File: src/hw/agp_pkg.sv
// register map, modes and reset values of the low address port
package agp_pkg;
    localparam int unsigned AW   = 20;
    localparam int unsigned PINS = 8;

    // ------------------------------------------------------------
    // register indices; byte address is four times the index
    // ------------------------------------------------------------
    localparam logic [15:0]   IDX_DIR = 16'hFFC0;
    localparam logic [15:0]   IDX_DAT = 16'hFFC2;
    localparam logic [15:0]   IDX_STS = 16'hFFC4;
    localparam logic [AW-1:0] ADR_DIR = {2'h0, IDX_DIR, 2'h0};
    localparam logic [AW-1:0] ADR_DAT = {2'h0, IDX_DAT, 2'h0};
    localparam logic [AW-1:0] ADR_STS = {2'h0, IDX_STS, 2'h0};

    // ------------------------------------------------------------
    // reset values and fixed read values
    // ------------------------------------------------------------
    localparam logic [7:0] DIR_RST   = 8'h00;
    localparam logic [7:0] DAT_RST   = 8'h00;
    localparam logic [7:0] PIN_RST   = 8'h00;
    localparam logic [7:0] DIR_FIXED = 8'hFF;
    localparam logic [7:0] DIR_READ  = 8'hFF;

    // ------------------------------------------------------------
    // operating modes and status fields
    // ------------------------------------------------------------
    localparam logic [2:0]  MODE_ADDR_FIRST = 3'h1;
    localparam logic [2:0]  MODE_ADDR_LAST  = 3'h4;
    localparam logic [2:0]  MODE_MIXED      = 3'h5;
    localparam int unsigned STS_MODE_LSB    = 0;
    localparam int unsigned STS_SWSTBY      = 4;
    localparam int unsigned STS_HWSTBY      = 5;
    localparam logic [1:0]  RESP_OKAY       = 2'h0;
    localparam logic [1:0]  RESP_SLVERR     = 2'h2;

    typedef enum logic [2:0] {
        FN_ADDR  = 3'h1,
        FN_MIXED = 3'h2,
        FN_GPIO  = 3'h4
    } agp_fn_t;
endpackage

File: src/hw/agp_regbus_if.sv
// register strobe bundle between the bus front end and the port registers
`timescale 1ns/10ps
interface agp_regbus_if;
    logic                   wr_en;
    logic [agp_pkg::AW-1:0] wr_addr;
    logic [7:0]             wr_data;
    logic                   wr_strb;
    logic                   wr_err;
    logic                   rd_en;
    logic [agp_pkg::AW-1:0] rd_addr;
    logic [31:0]            rd_data;
    logic                   rd_err;
    modport slave_end (output wr_en, wr_addr, wr_data, wr_strb, rd_en, rd_addr,
                       input wr_err, rd_data, rd_err);
    modport regs_end (input wr_en, wr_addr, wr_data, wr_strb, rd_en, rd_addr,
                      output wr_err, rd_data, rd_err);
endinterface // agp_regbus_if

File: src/hw/agp_pin_cell.sv
// one pin of the port: driver select and readback select
`timescale 1ns/10ps
module agp_pin_cell (
    input  wire logic addr_sel,
    input  wire logic dir,
    input  wire logic latch,
    input  wire logic addr,
    input  wire logic pin_in,
    output logic      oe,
    output logic      out,
    output logic      rd
);
    always_comb begin
        oe  = dir;
        out = addr_sel ? addr : latch;
        rd  = dir ? latch : pin_in;
    end
endmodule // agp_pin_cell

File: src/hw/agp_axil_slave.sv
// AXI4-Lite front end turning bus transfers into one-cycle register strobes
`timescale 1ns/10ps
module agp_axil_slave (
    input  wire logic                   aclk,
    input  wire logic                   aresetn,
    input  wire logic [agp_pkg::AW-1:0] awaddr,
    input  wire logic                   awvalid,
    output logic                        awready,
    input  wire logic [31:0]            wdata,
    input  wire logic [3:0]             wstrb,
    input  wire logic                   wvalid,
    output logic                        wready,
    output logic [1:0]                  bresp,
    output logic                        bvalid,
    input  wire logic                   bready,
    input  wire logic [agp_pkg::AW-1:0] araddr,
    input  wire logic                   arvalid,
    output logic                        arready,
    output logic [31:0]                 rdata,
    output logic [1:0]                  rresp,
    output logic                        rvalid,
    input  wire logic                   rready,
    agp_regbus_if.slave_end             rb
);
    typedef struct packed {
        logic                   aw_h;
        logic [agp_pkg::AW-1:0] aw_a;
        logic                   w_h;
        logic [7:0]             w_d;
        logic                   w_s;
        logic                   bv;
        logic [1:0]             br;
        logic                   rv;
        logic [31:0]            rd;
        logic [1:0]             rr;
    } agp_axs_t;

    agp_axs_t s_r;
    agp_axs_t s_nxt;

    always_comb begin
        awready    = !s_r.aw_h && !s_r.bv;
        wready     = !s_r.w_h && !s_r.bv;
        arready    = !s_r.rv;
        bvalid     = s_r.bv;
        bresp      = s_r.br;
        rvalid     = s_r.rv;
        rdata      = s_r.rd;
        rresp      = s_r.rr;
        rb.wr_en   = s_r.aw_h && s_r.w_h && !s_r.bv;
        rb.wr_addr = s_r.aw_a;
        rb.wr_data = s_r.w_d;
        rb.wr_strb = s_r.w_s;
        rb.rd_en   = arvalid && !s_r.rv;
        rb.rd_addr = araddr;
        s_nxt      = s_r;
        if (awvalid && awready) begin
            s_nxt.aw_h = 1'b1;
            s_nxt.aw_a = awaddr;
        end
        if (wvalid && wready) begin
            s_nxt.w_h = 1'b1;
            s_nxt.w_d = wdata[7:0];
            s_nxt.w_s = wstrb[0];
        end
        if (rb.wr_en) begin
            s_nxt.aw_h = 1'b0;
            s_nxt.w_h  = 1'b0;
            s_nxt.bv   = 1'b1;
            s_nxt.br   = rb.wr_err ? agp_pkg::RESP_SLVERR : agp_pkg::RESP_OKAY;
        end else if (s_r.bv && bready) begin
            s_nxt.bv = 1'b0;
        end
        if (rb.rd_en) begin
            s_nxt.rv = 1'b1;
            s_nxt.rd = rb.rd_data;
            s_nxt.rr = rb.rd_err ? agp_pkg::RESP_SLVERR : agp_pkg::RESP_OKAY;
        end else if (s_r.rv && rready) begin
            s_nxt.rv = 1'b0;
        end
        if (!aresetn) begin
            s_nxt = '0;
        end
    end

    always_ff @(posedge aclk) begin
        s_r <= s_nxt;
    end
endmodule // agp_axil_slave

File: src/hw/agp_port.sv
// low address / general purpose port: registers, pin drivers and checks
`timescale 1ns/10ps
// Notes on behaviour
// - In modes 1 to 4 every pin drives its low address bit regardless of the registers.
// - In modes 1 to 4 the direction bits read as one and software writes do not change them.
// - In mode 5 a pin drives its address bit when its direction bit is one, else is an input.
// - In modes 6 and 7 a pin is a general output when its direction bit is one, else an input.
// - In modes 5 to 7 the direction register is write-only and reads back all ones.
// - Reset and hardware standby clear the direction register; modes 1 to 4 see all ones.
// - Software standby keeps the direction register and keeps driving every output pin.
// - A data read returns the latch bit for each pin whose direction bit is one.
// - A data read returns the sampled pin level for each pin whose direction bit is zero.
// - Reset and hardware standby clear the data latch; software standby keeps it.
// - The data latch holds the values driven on pins used as general outputs.
// - In mode 5 all pins leave reset as inputs since the direction bits reset to zero.
module agp_port (
    input  wire logic                      aclk,
    input  wire logic                      aresetn,
    input  wire logic [agp_pkg::AW-1:0]    awaddr,
    input  wire logic                      awvalid,
    output logic                           awready,
    input  wire logic [31:0]               wdata,
    input  wire logic [3:0]                wstrb,
    input  wire logic                      wvalid,
    output logic                           wready,
    output logic [1:0]                     bresp,
    output logic                           bvalid,
    input  wire logic                      bready,
    input  wire logic [agp_pkg::AW-1:0]    araddr,
    input  wire logic                      arvalid,
    output logic                           arready,
    output logic [31:0]                    rdata,
    output logic [1:0]                     rresp,
    output logic                           rvalid,
    input  wire logic                      rready,
    input  wire logic [2:0]                op_mode,
    input  wire logic                      hw_standby,
    input  wire logic                      sw_standby,
    input  wire logic [agp_pkg::PINS-1:0]  low_address_outputs,
    input  wire logic [agp_pkg::PINS-1:0]  pin_in,
    output logic [agp_pkg::PINS-1:0]       pin_out,
    output logic [agp_pkg::PINS-1:0]       pin_oe
);
    localparam int unsigned N = agp_pkg::PINS;

    typedef struct packed {
        logic [N-1:0] dir;
        logic [N-1:0] latch;
        logic [N-1:0] pout;
        logic [N-1:0] poe;
    } agp_port_t;

    agp_port_t        s_r;
    agp_port_t        s_nxt;
    agp_pkg::agp_fn_t fn;
    logic [N-1:0]     dir_eff;
    logic [N-1:0]     cell_oe;
    logic [N-1:0]     cell_out;
    logic [N-1:0]     cell_rd;
    logic [N-1:0]     exp_rd;
    logic [7:0]       sts;
    logic [7:0]       rd_byte;
    logic             hit_dir_w;
    logic             hit_dat_w;
    logic             hit_sts_w;
    logic             hit_dir_r;
    logic             hit_dat_r;
    logic             hit_sts_r;
    logic             live;

    agp_regbus_if rb();

    // ------------------------------------------------------------
    // bus front end
    // ------------------------------------------------------------
    agp_axil_slave u_bus (
        .aclk    (aclk),
        .aresetn (aresetn),
        .awaddr  (awaddr),
        .awvalid (awvalid),
        .awready (awready),
        .wdata   (wdata),
        .wstrb   (wstrb),
        .wvalid  (wvalid),
        .wready  (wready),
        .bresp   (bresp),
        .bvalid  (bvalid),
        .bready  (bready),
        .araddr  (araddr),
        .arvalid (arvalid),
        .arready (arready),
        .rdata   (rdata),
        .rresp   (rresp),
        .rvalid  (rvalid),
        .rready  (rready),
        .rb      (rb)
    );

    // ------------------------------------------------------------
    // mode decode
    // ------------------------------------------------------------
    always_comb begin
        if (op_mode >= agp_pkg::MODE_ADDR_FIRST && op_mode <= agp_pkg::MODE_ADDR_LAST) begin
            fn = agp_pkg::FN_ADDR;
        end else if (op_mode == agp_pkg::MODE_MIXED) begin
            fn = agp_pkg::FN_MIXED;
        end else begin
            fn = agp_pkg::FN_GPIO;
        end
        case (fn)
            agp_pkg::FN_ADDR: begin
                dir_eff = agp_pkg::DIR_FIXED;
            end
            agp_pkg::FN_MIXED: begin
                dir_eff = s_r.dir;
            end
            agp_pkg::FN_GPIO: begin
                dir_eff = s_r.dir;
            end
            default: begin
                dir_eff = s_r.dir;
            end
        endcase
    end

    // ------------------------------------------------------------
    // pin cells
    // ------------------------------------------------------------
    for (genvar i = 0; i < N; i++) begin : g_pin
        agp_pin_cell u_cell (
            .addr_sel (fn != agp_pkg::FN_GPIO),
            .dir      (dir_eff[i]),
            .latch    (s_r.latch[i]),
            .addr     (low_address_outputs[i]),
            .pin_in   (pin_in[i]),
            .oe       (cell_oe[i]),
            .out      (cell_out[i]),
            .rd       (cell_rd[i])
        );
    end

    // ------------------------------------------------------------
    // address decode and read mux
    // ------------------------------------------------------------
    always_comb begin
        live      = !sw_standby;
        hit_dir_w = rb.wr_addr[agp_pkg::AW-1:2] == agp_pkg::ADR_DIR[agp_pkg::AW-1:2];
        hit_dat_w = rb.wr_addr[agp_pkg::AW-1:2] == agp_pkg::ADR_DAT[agp_pkg::AW-1:2];
        hit_sts_w = rb.wr_addr[agp_pkg::AW-1:2] == agp_pkg::ADR_STS[agp_pkg::AW-1:2];
        hit_dir_r = rb.rd_addr[agp_pkg::AW-1:2] == agp_pkg::ADR_DIR[agp_pkg::AW-1:2];
        hit_dat_r = rb.rd_addr[agp_pkg::AW-1:2] == agp_pkg::ADR_DAT[agp_pkg::AW-1:2];
        hit_sts_r = rb.rd_addr[agp_pkg::AW-1:2] == agp_pkg::ADR_STS[agp_pkg::AW-1:2];
        rb.wr_err = !(hit_dir_w || hit_dat_w || hit_sts_w);
        rb.rd_err = !(hit_dir_r || hit_dat_r || hit_sts_r);
        sts = 8'h00;
        sts[agp_pkg::STS_MODE_LSB +: 3] = op_mode;
        sts[agp_pkg::STS_SWSTBY] = sw_standby;
        sts[agp_pkg::STS_HWSTBY] = hw_standby;
        if (hit_dir_r) begin
            rd_byte = agp_pkg::DIR_READ;
        end else if (hit_dat_r) begin
            rd_byte = cell_rd;
        end else if (hit_sts_r) begin
            rd_byte = sts;
        end else begin
            rd_byte = 8'h00;
        end
        rb.rd_data = {24'h000000, rd_byte};
    end

    // ------------------------------------------------------------
    // registers and pin drivers
    // ------------------------------------------------------------
    always_comb begin
        s_nxt = s_r;
        // software standby freezes the registers, the bus still answers
        if (rb.wr_en && rb.wr_strb && live) begin
            if (hit_dir_w && fn != agp_pkg::FN_ADDR) begin
                s_nxt.dir = rb.wr_data;
            end
            if (hit_dat_w) begin
                s_nxt.latch = rb.wr_data;
            end
        end
        if (live) begin
            s_nxt.pout = cell_out;
            s_nxt.poe  = cell_oe;
        end
        if (hw_standby) begin
            s_nxt.dir   = agp_pkg::DIR_RST;
            s_nxt.latch = agp_pkg::DAT_RST;
        end
        if (!aresetn) begin
            s_nxt.dir   = agp_pkg::DIR_RST;
            s_nxt.latch = agp_pkg::DAT_RST;
            s_nxt.pout  = agp_pkg::PIN_RST;
            s_nxt.poe   = agp_pkg::PIN_RST;
        end
    end

    always_ff @(posedge aclk) begin
        s_r <= s_nxt;
    end

    always_comb begin
        pin_out = s_r.pout;
        pin_oe  = s_r.poe;
        exp_rd  = (dir_eff & s_r.latch) | (~dir_eff & pin_in);
    end
endmodule // agp_port

File: config.mk
export PLATFORM = sky130hd
export DESIGN_NAME = agp_port
export DESIGN_NICKNAME = d
export VERILOG_FILES = /design/src/hw/agp_pkg.sv /design/src/hw/agp_regbus_if.sv /design/src/hw/agp_pin_cell.sv /design/src/hw/agp_axil_slave.sv /design/src/hw/agp_port.sv
export SDC_FILE = /design/constraint.sdc
export NUM_CORES = 1
export LEC_CHECK = 0
export ABC_AREA = 1
export BUFFER_PORTS_ARGS = -buffer_cell sky130_fd_sc_hd__buf_2
export CORE_MARGIN = 3
export CORE_UTILIZATION = 40
export DETAILED_ROUTE_END_ITERATION = 16
export HOLD_SLACK_MARGIN = 0.06
export PLACE_DENSITY = 0.69
export SETUP_SLACK_MARGIN = 0.5
export SKIP_LAST_GASP = 1
export SYNTH_ARGS = -nofsm -noshare
export SYNTH_HDL_FRONTEND = slang
export SYNTH_SLANG_ARGS = --single-unit
File: constraint.sdc
create_clock -name aclk -period 1.6 [get_ports aclk]
set_clock_uncertainty 0.2 [all_clocks]
set_input_delay 0.16 -clock aclk [delete_from_list [all_inputs] [get_ports aclk]]
set_output_delay 0.16 -clock aclk [all_outputs]
set_load 0.005 [all_outputs]
After elaboration in Yosys (flattened, before gate mapping)
Cells that the tools add are included.

$lt $le $gt $ge: 2. Eq/ne operators: 10. Mux-type cells: 28. Bitwise logic cells: 1. Reductions and logical operators: 28.

Operator list (count): $eq A18 B16 Y1 const B (6); $mux W8 (3); $mux W1 (20); $logic_and A1 B1 Y1 (13); $mux W3 (2); $mux W6 (1); $logic_not A1 Y1 (5); $logic_or A1 B1 Y1 (4); $mux W2 (2); $reduce_and A2 Y1 (2); $reduce_bool A2 Y1 (2); $reduce_or A2 Y1 (2); $eq A3 B1 Y1 const B (1); $eq A3 B3 Y1 const B (1); $ge A3 B1 Y1 const B (1); $le A3 B3 Y1 const B (1); $ne A3 B1 Y1 const B (1); $ne A3 B3 Y1 const B (1); $not A1 Y1 (1).

Register bits after elaboration: 77. Bits of input ports: 104. Output and inout bits: 57. Word-level logic and storage cells: 83.

Logic depth before layout (Yosys ltp)
Gate-level depths: netlist of the first run.

Depth in word-level cells: 8. Gate-level depth with buffers: 10. Gate-level depth less buffers: 10.

Hierarchy
A second synthesis of the first run with hierarchy kept.

Cells, all modules: 815. Area, all modules: 5500.3 um^2.

Modules (own cells, without submodules): agp_axil_slave (times used 1, cells an instance 445, area an instance 3283.1 um^2, sequential area each 1341.3 um^2); agp_port (times used 1, cells an instance 298, area an instance 1916.8 um^2, sequential area each 640.6 um^2); agp_pin_cell (times used 8, cells an instance 9, area an instance 37.5 um^2, sequential area each 0.0 um^2).

Worst setup path before layout of the first run
OpenSTA, ideal clock, no wires.

Kind: flip-flop to flip-flop. Start point: register u_bus.s_r (netlist bit u_bus.bvalid). End point: register s_r[28] (netlist name). Setup time: 0.114 ns. Arrival: 1.161 ns. Required time: 1.286 ns. Path slack: 0.125 ns. Stages on the path, launching flop included: 10. Path buffers: 1. Period minus slack after synthesis: 1.475 ns. Path through: dfxtp_1 > inv_1 > nand3_1 > nor2_4 > inv_2 > nor2_2 > nand2_2 > buf_6 > o21bai_1 > nor2_1.

Cells in the longest elaborated chain, start to end: 5.

RTL lines: from (decl) (line agp_axil_slave.sv:38) `agp_axs_t s_r;`; from (signal assigned) (line agp_axil_slave.sv:87) `s_r <= s_nxt;`; $logic_not A1 Y1 (line agp_axil_slave.sv:50) `rb.wr_en = s_r.aw_h && s_r.w_h && !s_r.bv;`; $logic_and A1 B1 Y1 (line agp_axil_slave.sv:50); $logic_and A1 B1 Y1 (2 in a row) (line agp_port.sv:177) `if (rb.wr_en && rb.wr_strb && live) begin`; $reduce_and A2 Y1 (no source line); to (signal assigned) (line agp_port.sv:202) `s_r <= s_nxt;`; to (decl) (line agp_port.sv:53) `agp_port_t s_r;`.

No other way between the ends. A chain may end at the register's enable or synchronous reset.

Worst setup path in the final report of the first run
Start point: register u_bus.s_r (netlist bit u_bus.rb.wr_addr[16]). End point: register s_r[18] (netlist name).

Cells in the longest elaborated chain, start to end: 2.

RTL lines: $eq A18 B16 Y1 (line agp_port.sv:148) `hit_dat_w = rb.wr_addr[agp_pkg::AW-1:2] == agp_pkg::ADR_DAT[agp_pkg::AW-1:2];`; $reduce_and A2 Y1 (no source line).

No other way between the ends.

==> results.toml, run 1 <==
[status]
status = "complete, but fails checks"
violations = "hold timing"

[setup_path]
cp_max_fo = 10
r2r_setup_slack_ps = 60
slowest_delay_ps = 340
required_ps = 1640
path_class = "reg -> reg"
r2r_cells = 7
r2r-start = "u_bus.rb.wr_addr[16]$_SDFFE_PN0P_"
endpoint_kind = "flop"
r2r_end = "s_r[18]$_SDFFE_PP0P_"
setup.worst_path.start_class = "flop"
slowest_stage = "dfxtp_2"
cp_cell_sequence = "nand4_1 -> nor2_2 -> buf_4 -> nand4_2 -> buf_6 -> o21ai_1 -> nor2_1"
worstPathArrival_ps = 1590

[timing]
worst_hold_slack_ps = -24.8
fmax_ghz = 0.648
post-route-period-util = 0.965
finalMaxSlewViolations = 0
hold_viol = 4
grt_setup_unrepaired = "true"
setup_viol = 0
min_period_ps = 1540
slew_headroom = 0.609
worst_pin_slew_ps = 587

[drt]
wl_per_cell_um = 13.0
route.detailed.drc = 0
routed_wl_um = 10500
first_pass_iters = 5
drt-initial-drc-count = 86
ant_nets = 0
num_vias = 3789
vias_per_cell = 4.69

[yosys]
syn_area_per_cell_um2 = 6.73
ys_ff_latch = 73
ys_warn_count = 0
seq_area_frac_synth = 0.396
synth_cell_types = 30
syn-instance-count = 548
netlist_area_um2 = 3690

[clock_network]
path_clk_slew_ps = 80
numCtsBuffers = 9
cts_buffer_depth = 2
clockRootBuffer = "clkbuf_8"
cts.sinks = 73
cts_tree = "done"
clk_latency_ps = 350
h-tree-depth = 3
hold_buffers = 35

[cells_and_area]
n_antenna_cell = 0
fin_nets = 799
drive_gt1_frac = 0.431
finalNonFillerCells = 808
syn_to_final_growth_pct = 51.5
final_util = 0.632
fill_cells = 772

[power]
vdd_drop_max_uv = 603
p_clk_frac = 0.371
p_sw_frac = 0.278
powerDensity_nw_per_um2 = 876
p_leak_nw = 2.66
p_int_mw = 3.54
p_switching_mw = 1.36
p_seq_frac = 0.419
combPwrFrac = 0.211
power_mw = 4.90

[die]
start_util = 0.417
rows = 34
fp.coreArea_um2 = 8850
fp.dieW_um = 102
die_area_um2 = 10400
die_y_um = 102
top_level_ports = 161

[global_route]
overflow = 0
grt_max_degree = 39
grt_pass1_vias = 3564
grt_first_pass_wirelength_um = 16300
antenna_found_initial = 0
grt.total_usage = 0.199

[min_path]
worstHoldStart = "low_address_outputs[3]"
hold_path_end = "pin_out[3]$_SDFFE_PN0N_"
worstHoldPathCells = 5
hp-class = "in -> reg"

[placement]
port_buffers = 103
place_inst = 726
dpl.hpwl_um = 6750
gp_congestion = 0.848

[flow_run]
cap_violations = 0
[flip-flops by register name, indices dropped and copies added (netlist names), 2 cells and up]
signal / count
pin_out: 8
pin_oe: 8
u_bus.rb.wr_addr: 18
u_bus.s_r: 2
u_bus.rdata: 8
s_r: 16
u_bus.rb.wr_data: 8
[layout make-up]
cell class | count | area [um2] | area share
timing repair inverter | 2 | 27.5 | 0.00492
sequential | 73 | 1510 | 0.271
clock inverter | 6 | 115 | 0.0206
clock buffer | 10 | 138 | 0.0246
multi-input combinational | 369 | 2080 | 0.372
tap | 108 | 135 | 0.0242
timing repair buffer | 172 | 1280 | 0.228
inverter | 68 | 307 | 0.0548
[cells in the final DEF (no fill, tap or decap), types with 2 or more instances in the layout]
| cell type | instances |
|---|---|
| o21bai_1 | 7 |
| o211ai_1 | 3 |
| buf_4 | 19 |
| buf_12 | 2 |
| conb_1 | 26 |
| o21ai_0 | 17 |
| clkinv_4 | 2 |
| inv_8 | 3 |
| buf_6 | 24 |
| inv_6 | 4 |
| a21oi_1 | 14 |
| buf_2 | 91 |
| nor2_1 | 130 |
| dlygate4sd3_1 | 34 |
| nor2_4 | 9 |
| o21ai_1 | 12 |
| o21ai_4 | 4 |
| dfxtp_1 | 33 |
| nand2_1 | 46 |
| dfxtp_2 | 39 |
| inv_1 | 53 |
| nor2_2 | 16 |
| o21ai_2 | 29 |
| nand2_4 | 5 |
| nand2_8 | 5 |
| nand4_1 | 3 |
| bufinv_16 | 3 |
| clkbuf_8 | 10 |
| a21oi_2 | 3 |
| nand3_2 | 5 |
| o21bai_4 | 2 |
| nand2_2 | 11 |
| nand3_1 | 14 |
| inv_2 | 5 |
[power groups by stage]
| stage | Clock (mW) | Combinational, mW | Sequential [mW] |
|---|---|---|---|
| 6_report | 1.81 | 1.03 | 2.05 |
| 5_1_grt | 1.94 | 1.14 | 2.06 |
| 4_1_cts | 1.84 | 0.892 | 2.04 |
| 3_5_place_dp | 0 | 0.652 | 2.06 |
| 3_3_place_gp | 0 | 0.635 | 2.05 |
| 2_1_floorplan | 0 | 0.531 | 2.04 |
[kinds of logic (layout without fill, tap and decap cells)]
group	count (synthesis)	after routing	share of synthesized area
buf+inv	135	258	0.195
other cells	1	26	0.00102
flops	73	73	0.396
simple gates	247	251	0.275
compound gates	92	92	0.134
[Yosys cell counts]
master,count,share of area
nor2_1,151,0.15
dfxtp_1,73,0.40
inv_1,63,0.064
o21ai_0,61,0.083
nand2_1,57,0.058
buf_4,52,0.11
nand3_1,20,0.027
a21oi_1,17,0.023
clkbuf_1,9,0.0092
o21bai_1,9,0.018
nand2_2,6,0.010
buf_2,4,0.0054
nand4_1,3,0.0051
nor2_2,3,0.0051
o211ai_1,3,0.0061
clkinv_1,2,0.0020
nor3_1,2,0.0027
buf_1,1,0.0010
buf_6,1,0.0031
clkinv_2,1,0.0014
conb_1,1,0.0010
inv_2,1,0.0010
inv_4,1,0.0017
nand3b_1,1,0.0020
nand4_2,1,0.0034
nor2_4,1,0.0031
nor3_2,1,0.0027
o21a_1,1,0.0020
o21ai_1,1,0.0014
or2_0,1,0.0017
[through the flow]
stage	setup WS [ps]	setup TNS [ps]	hold WS [ps]	cell area, um2
after floorplan	150	0	90.2	3980
after global placement	-1.57	-1.57	193	4200
after detailed placement	-36.7	-68.5	203	4200
after CTS	78.3	0	-42.6	5260
after global routing	-3.10	-5.77	0.814	5590
final	56.2	0	-24.8	5590
[critical path: cells and delay by family (launching register included)]
kind	cells	cell delay [ps]
compound gates	1	140
buf+inv	2	310
flops	1	340
simple gates	4	450
[repair_timing]
| item | CTS | global route |
|---|---|---|
| resized for setup | 98 | 64 |
| cloned | 6 | 0 |
| hold endpoints to repair | 50 | 9 |
| pin swaps | 20 | 28 |
| endpoints found under the setup margin | 86 | 96 |
| setup buffers | 16 | 9 |
[worst max path at each step]
| stage | endpoint | slack (ps) | from |
|---|---|---|---|
| finish | s_r[18]$_SDFFE_PP0P_ | 60 | u_bus.rb.wr_addr[16]$_SDFFE_PN0P_ |
| global route | s_r[26]$_SDFFE_PP0P_ | -3 | u_bus.rb.wr_addr[10]$_SDFFE_PN0P_ |
| CTS | s_r[26]$_SDFFE_PP0P_ | 80 | u_bus.rb.wr_addr[13]$_SDFFE_PN0P_ |
| detailed placement | s_r[28]$_SDFFE_PP0P_ | -40 | u_bus.rb.wr_addr[13]$_SDFFE_PN0P_ |
| global placement | s_r[28]$_SDFFE_PP0P_ | -2 | u_bus.rb.wr_addr[13]$_SDFFE_PN0P_ |
| floorplan | s_r[26]$_SDFFE_PP0P_ | 150 | u_bus.rb.wr_addr[14]$_SDFFE_PN0P_ |
[metal layers]
layer,routed length (um),vias to the layer above,track usage
li1,-,1928,-
met1,4440,1725,0.244
met2,5270,117,0.343
met4,222,0,0.0757
met5,0,-,0
met3,576,19,0.0410
No activity file was read; power rests on OpenSTA's default activity.
==> run 2, diff against run 1 <==
--- a/config.mk
+++ b/config.mk
@@ -9,6 +9,7 @@
 export BUFFER_PORTS_ARGS = -buffer_cell sky130_fd_sc_hd__buf_2
 export CORE_MARGIN = 3
 export CORE_UTILIZATION = 40
+export CTS_BUF_LIST = sky130_fd_sc_hd__clkbuf_4
 export DETAILED_ROUTE_END_ITERATION = 16
 export HOLD_SLACK_MARGIN = 0.06
 export PLACE_DENSITY = 0.69
==> constraint.sdc (replaced) <==
create_clock -name aclk -period 1.6 [get_ports aclk]
set_clock_uncertainty 0.2 [all_clocks]
set_input_delay 0.16 -clock aclk [delete_from_list [all_inputs] [get_ports aclk]]
set_output_delay 0.16 -clock aclk [all_outputs]
set_load 0.05 [all_outputs]
==> run 2 against run 1 <==
Against the previous run:
- the flow still finishes with violations (hold timing)
- core utilization increased by 5.0 points
- final area rose by 7.9%
- power is 1.7% higher
- via count grew 4.2%
- count of clock-buffer cells in the layout unchanged
- first-iteration DRC count up 85%
- critical path depth is 1 lower
- global-route usage increased by 0.64 points
- sequential share of layout area shrank 1.9 points
- critical endpoint is now s_r[22]$_SDFFE_PP0P_
- largest power group unchanged
==> results.toml, run 2 (synthesis results as in run 1) <==
[global_route]
grtUsageMet1 = 0.247
grt.total_usage = 0.205
use_met3 = 0.0423
met2_usage = 0.361
grt.busiest_layer = "met2"
overflow = 0
grt_max_degree = 39
grt_pass1_vias = 3727
antenna_found_initial = 0
grt_first_pass_wirelength_um = 16800

[cells_and_area]
largest_register_ffs = 18
fin_nets = 824
final_util = 0.682
n_antenna_cell = 0
fill_cells = 654
final_cell_mix = "nor2_1, buf_2, inv_1"
layout_commonest_cell = "nor2_1"
syn_to_final_growth_pct = 63.6
drive_gt1_frac = 0.441

[power]
p_leak_nw = 2.84
vdd_drop_max_uv = 438
powerDensity_nw_per_um2 = 825

[timing]
grt_setup_unrepaired = "true"
setup_viol = 0
min_period_ps = 1600
fin_setup_tns_ps = 0
worst_pin_slew_ps = 621
finalMaxSlewViolations = 0
slew_headroom = 0.586
worst_hold_slack_ps = -145
post-route-period-util = 0.999
fmax_ghz = 0.626
worst_slack_ps = 2.08
hold_viol = 1

[setup_path]
crit_start = "u_bus.rb.wr_addr[19]$_SDFFE_PN0P_"
cp_num_cells = 6
setup.worst_path.start_class = "flop"
cp.buffers_inverters = 1
cp_max_fo = 5
crit_end = "s_r[22]$_SDFFE_PP0P_"
path_class = "reg -> reg"
worstPathArrival_ps = 1720
slowest_delay_ps = 360
r2r_cells = 6
crit_family = "simple AND/OR/NAND/NOR gates"
endpoint_kind = "flop"
slowest_stage = "dfxtp_2"
r2r-start = "u_bus.rb.wr_addr[19]$_SDFFE_PN0P_"
cp_cell_sequence = "or2_4 -> nor3_4 -> nand4_4 -> buf_8 -> o21ai_2 -> nor2_1"
r2r_end = "s_r[22]$_SDFFE_PP0P_"
r2r_setup_slack_ps = 2
required_ps = 1720

[clock_network]
h-tree-depth = 3
cts_tree = "done"
cts_buffer_depth = 2
clockRootBuffer = "clkbuf_4"
path_clk_slew_ps = 130
cts.sinks = 73
clk_latency_ps = 430
numCtsBuffers = 9

[drt]
num_vias = 3949
routed_wl_um = 11300
first_pass_iters = 5
drt-initial-drc-count = 159
vias_per_cell = 4.74
route.detailed.drc = 0
wl_per_cell_um = 13.5
ant_nets = 0

[die]
die_area_um2 = 10400
fp.dieW_um = 102
fp.coreArea_um2 = 8850
top_level_ports = 161
die_y_um = 102
rows = 34
start_util = 0.417

[status]
violations = "hold timing"
status = "complete, but fails checks"

[min_path]
worstHoldStart = "arvalid"
hp-class = "in -> reg"

[placement]
gp_congestion = 0.806
port_buffers = 103
detailedPlace.worstSlack_ps = 15.1
dpl.hpwl_um = 6640

[flow_run]
cap_violations = 0
run 2: cell count changes in the layout (fill, tap and decap cells not counted), moves of 5 or more:
cell	previous run	this run
inv_4	1	6
nor2_4	9	14
dlygate4sd3_1	34	48
buf_8	1	30
a21oi_2	3	11
clkbuf_8	10	0
buf_2	91	72
buf_4	19	27
clkbuf_4	0	10
buf_6	24	16
a21oi_1	14	6
o21ai_1	12	21
o21ai_0	17	6
run 2: area by class of cell:
cell class / count / area, um2 / area share
multi-input combinational: 370 / 2150 / 0.357
timing repair buffer: 196 / 1730 / 0.286
clock buffer: 10 / 75.1 / 0.0124
sequential: 73 / 1520 / 0.252
clock inverter: 6 / 88.8 / 0.0147
tap: 108 / 135 / 0.0224
inverter: 68 / 309 / 0.0512
timing repair inverter: 2 / 27.5 / 0.00456
run 2: how the worst min path moves through the flow:
stage / slack, ps / endpoint / cells past startpoint
2_1_floorplan: 70 / pin_oe[3]$_SDFFE_PN0N_ / 2
3_3_place_gp: 190 / u_bus.rb.wr_addr[12]$_SDFFE_PN0P_ / 3
3_5_place_dp: 200 / u_bus.rb.wr_addr[13]$_SDFFE_PN0P_ / 3
4_1_cts: -190 / u_bus.rresp[1]$_SDFFE_PN0P_ / 4
5_1_grt: -160 / u_bus.rresp[1]$_SDFFE_PN0P_ / 4
6_report: -140 / u_bus.rresp[1]$_SDFFE_PN0P_ / 4
run 2: routing by layer:
metal,share of wire,vias up
li1,-,1977
met1,0.41,1783
met2,0.51,166
met3,0.060,23
met4,0.019,0
met5,0,-
run 2: where the power goes:
group	internal, mW	leakage, nW	switching [mW]	total (mW)
registers	1.96	0.615	0.114	2.07
logic	0.650	2.14	0.908	1.56
clock network	0.659	0.0879	0.692	1.35
total	3.26	2.84	1.71	4.98
run 2: stage by stage:
stage               hold slack [ps]  power, mW  cells  area [um2]
global route                   -164       5.21    833        6040
finish                         -145       4.98    833        6040
detailed placement              203       3.08    738        4290
CTS                            -192       4.82    819        5640
global placement                194       3.05    738        4290
floorplan                      73.0       2.91    573        3970
run 2: tightest hold or removal path: stages:
cell and delay [ps]:
buf_2 80, nand2_2 60, nand2_1 80, a21oi_2 50
run 2: what timing repair did:
item	4_1_cts	5_1_grt
cloned	8	1
setup buffers	10	11
hold endpoints to repair	70	42
hold buffers	47	2
endpoints found under the setup margin	87	89
pin swaps	18	37
gates resized for setup	185	80
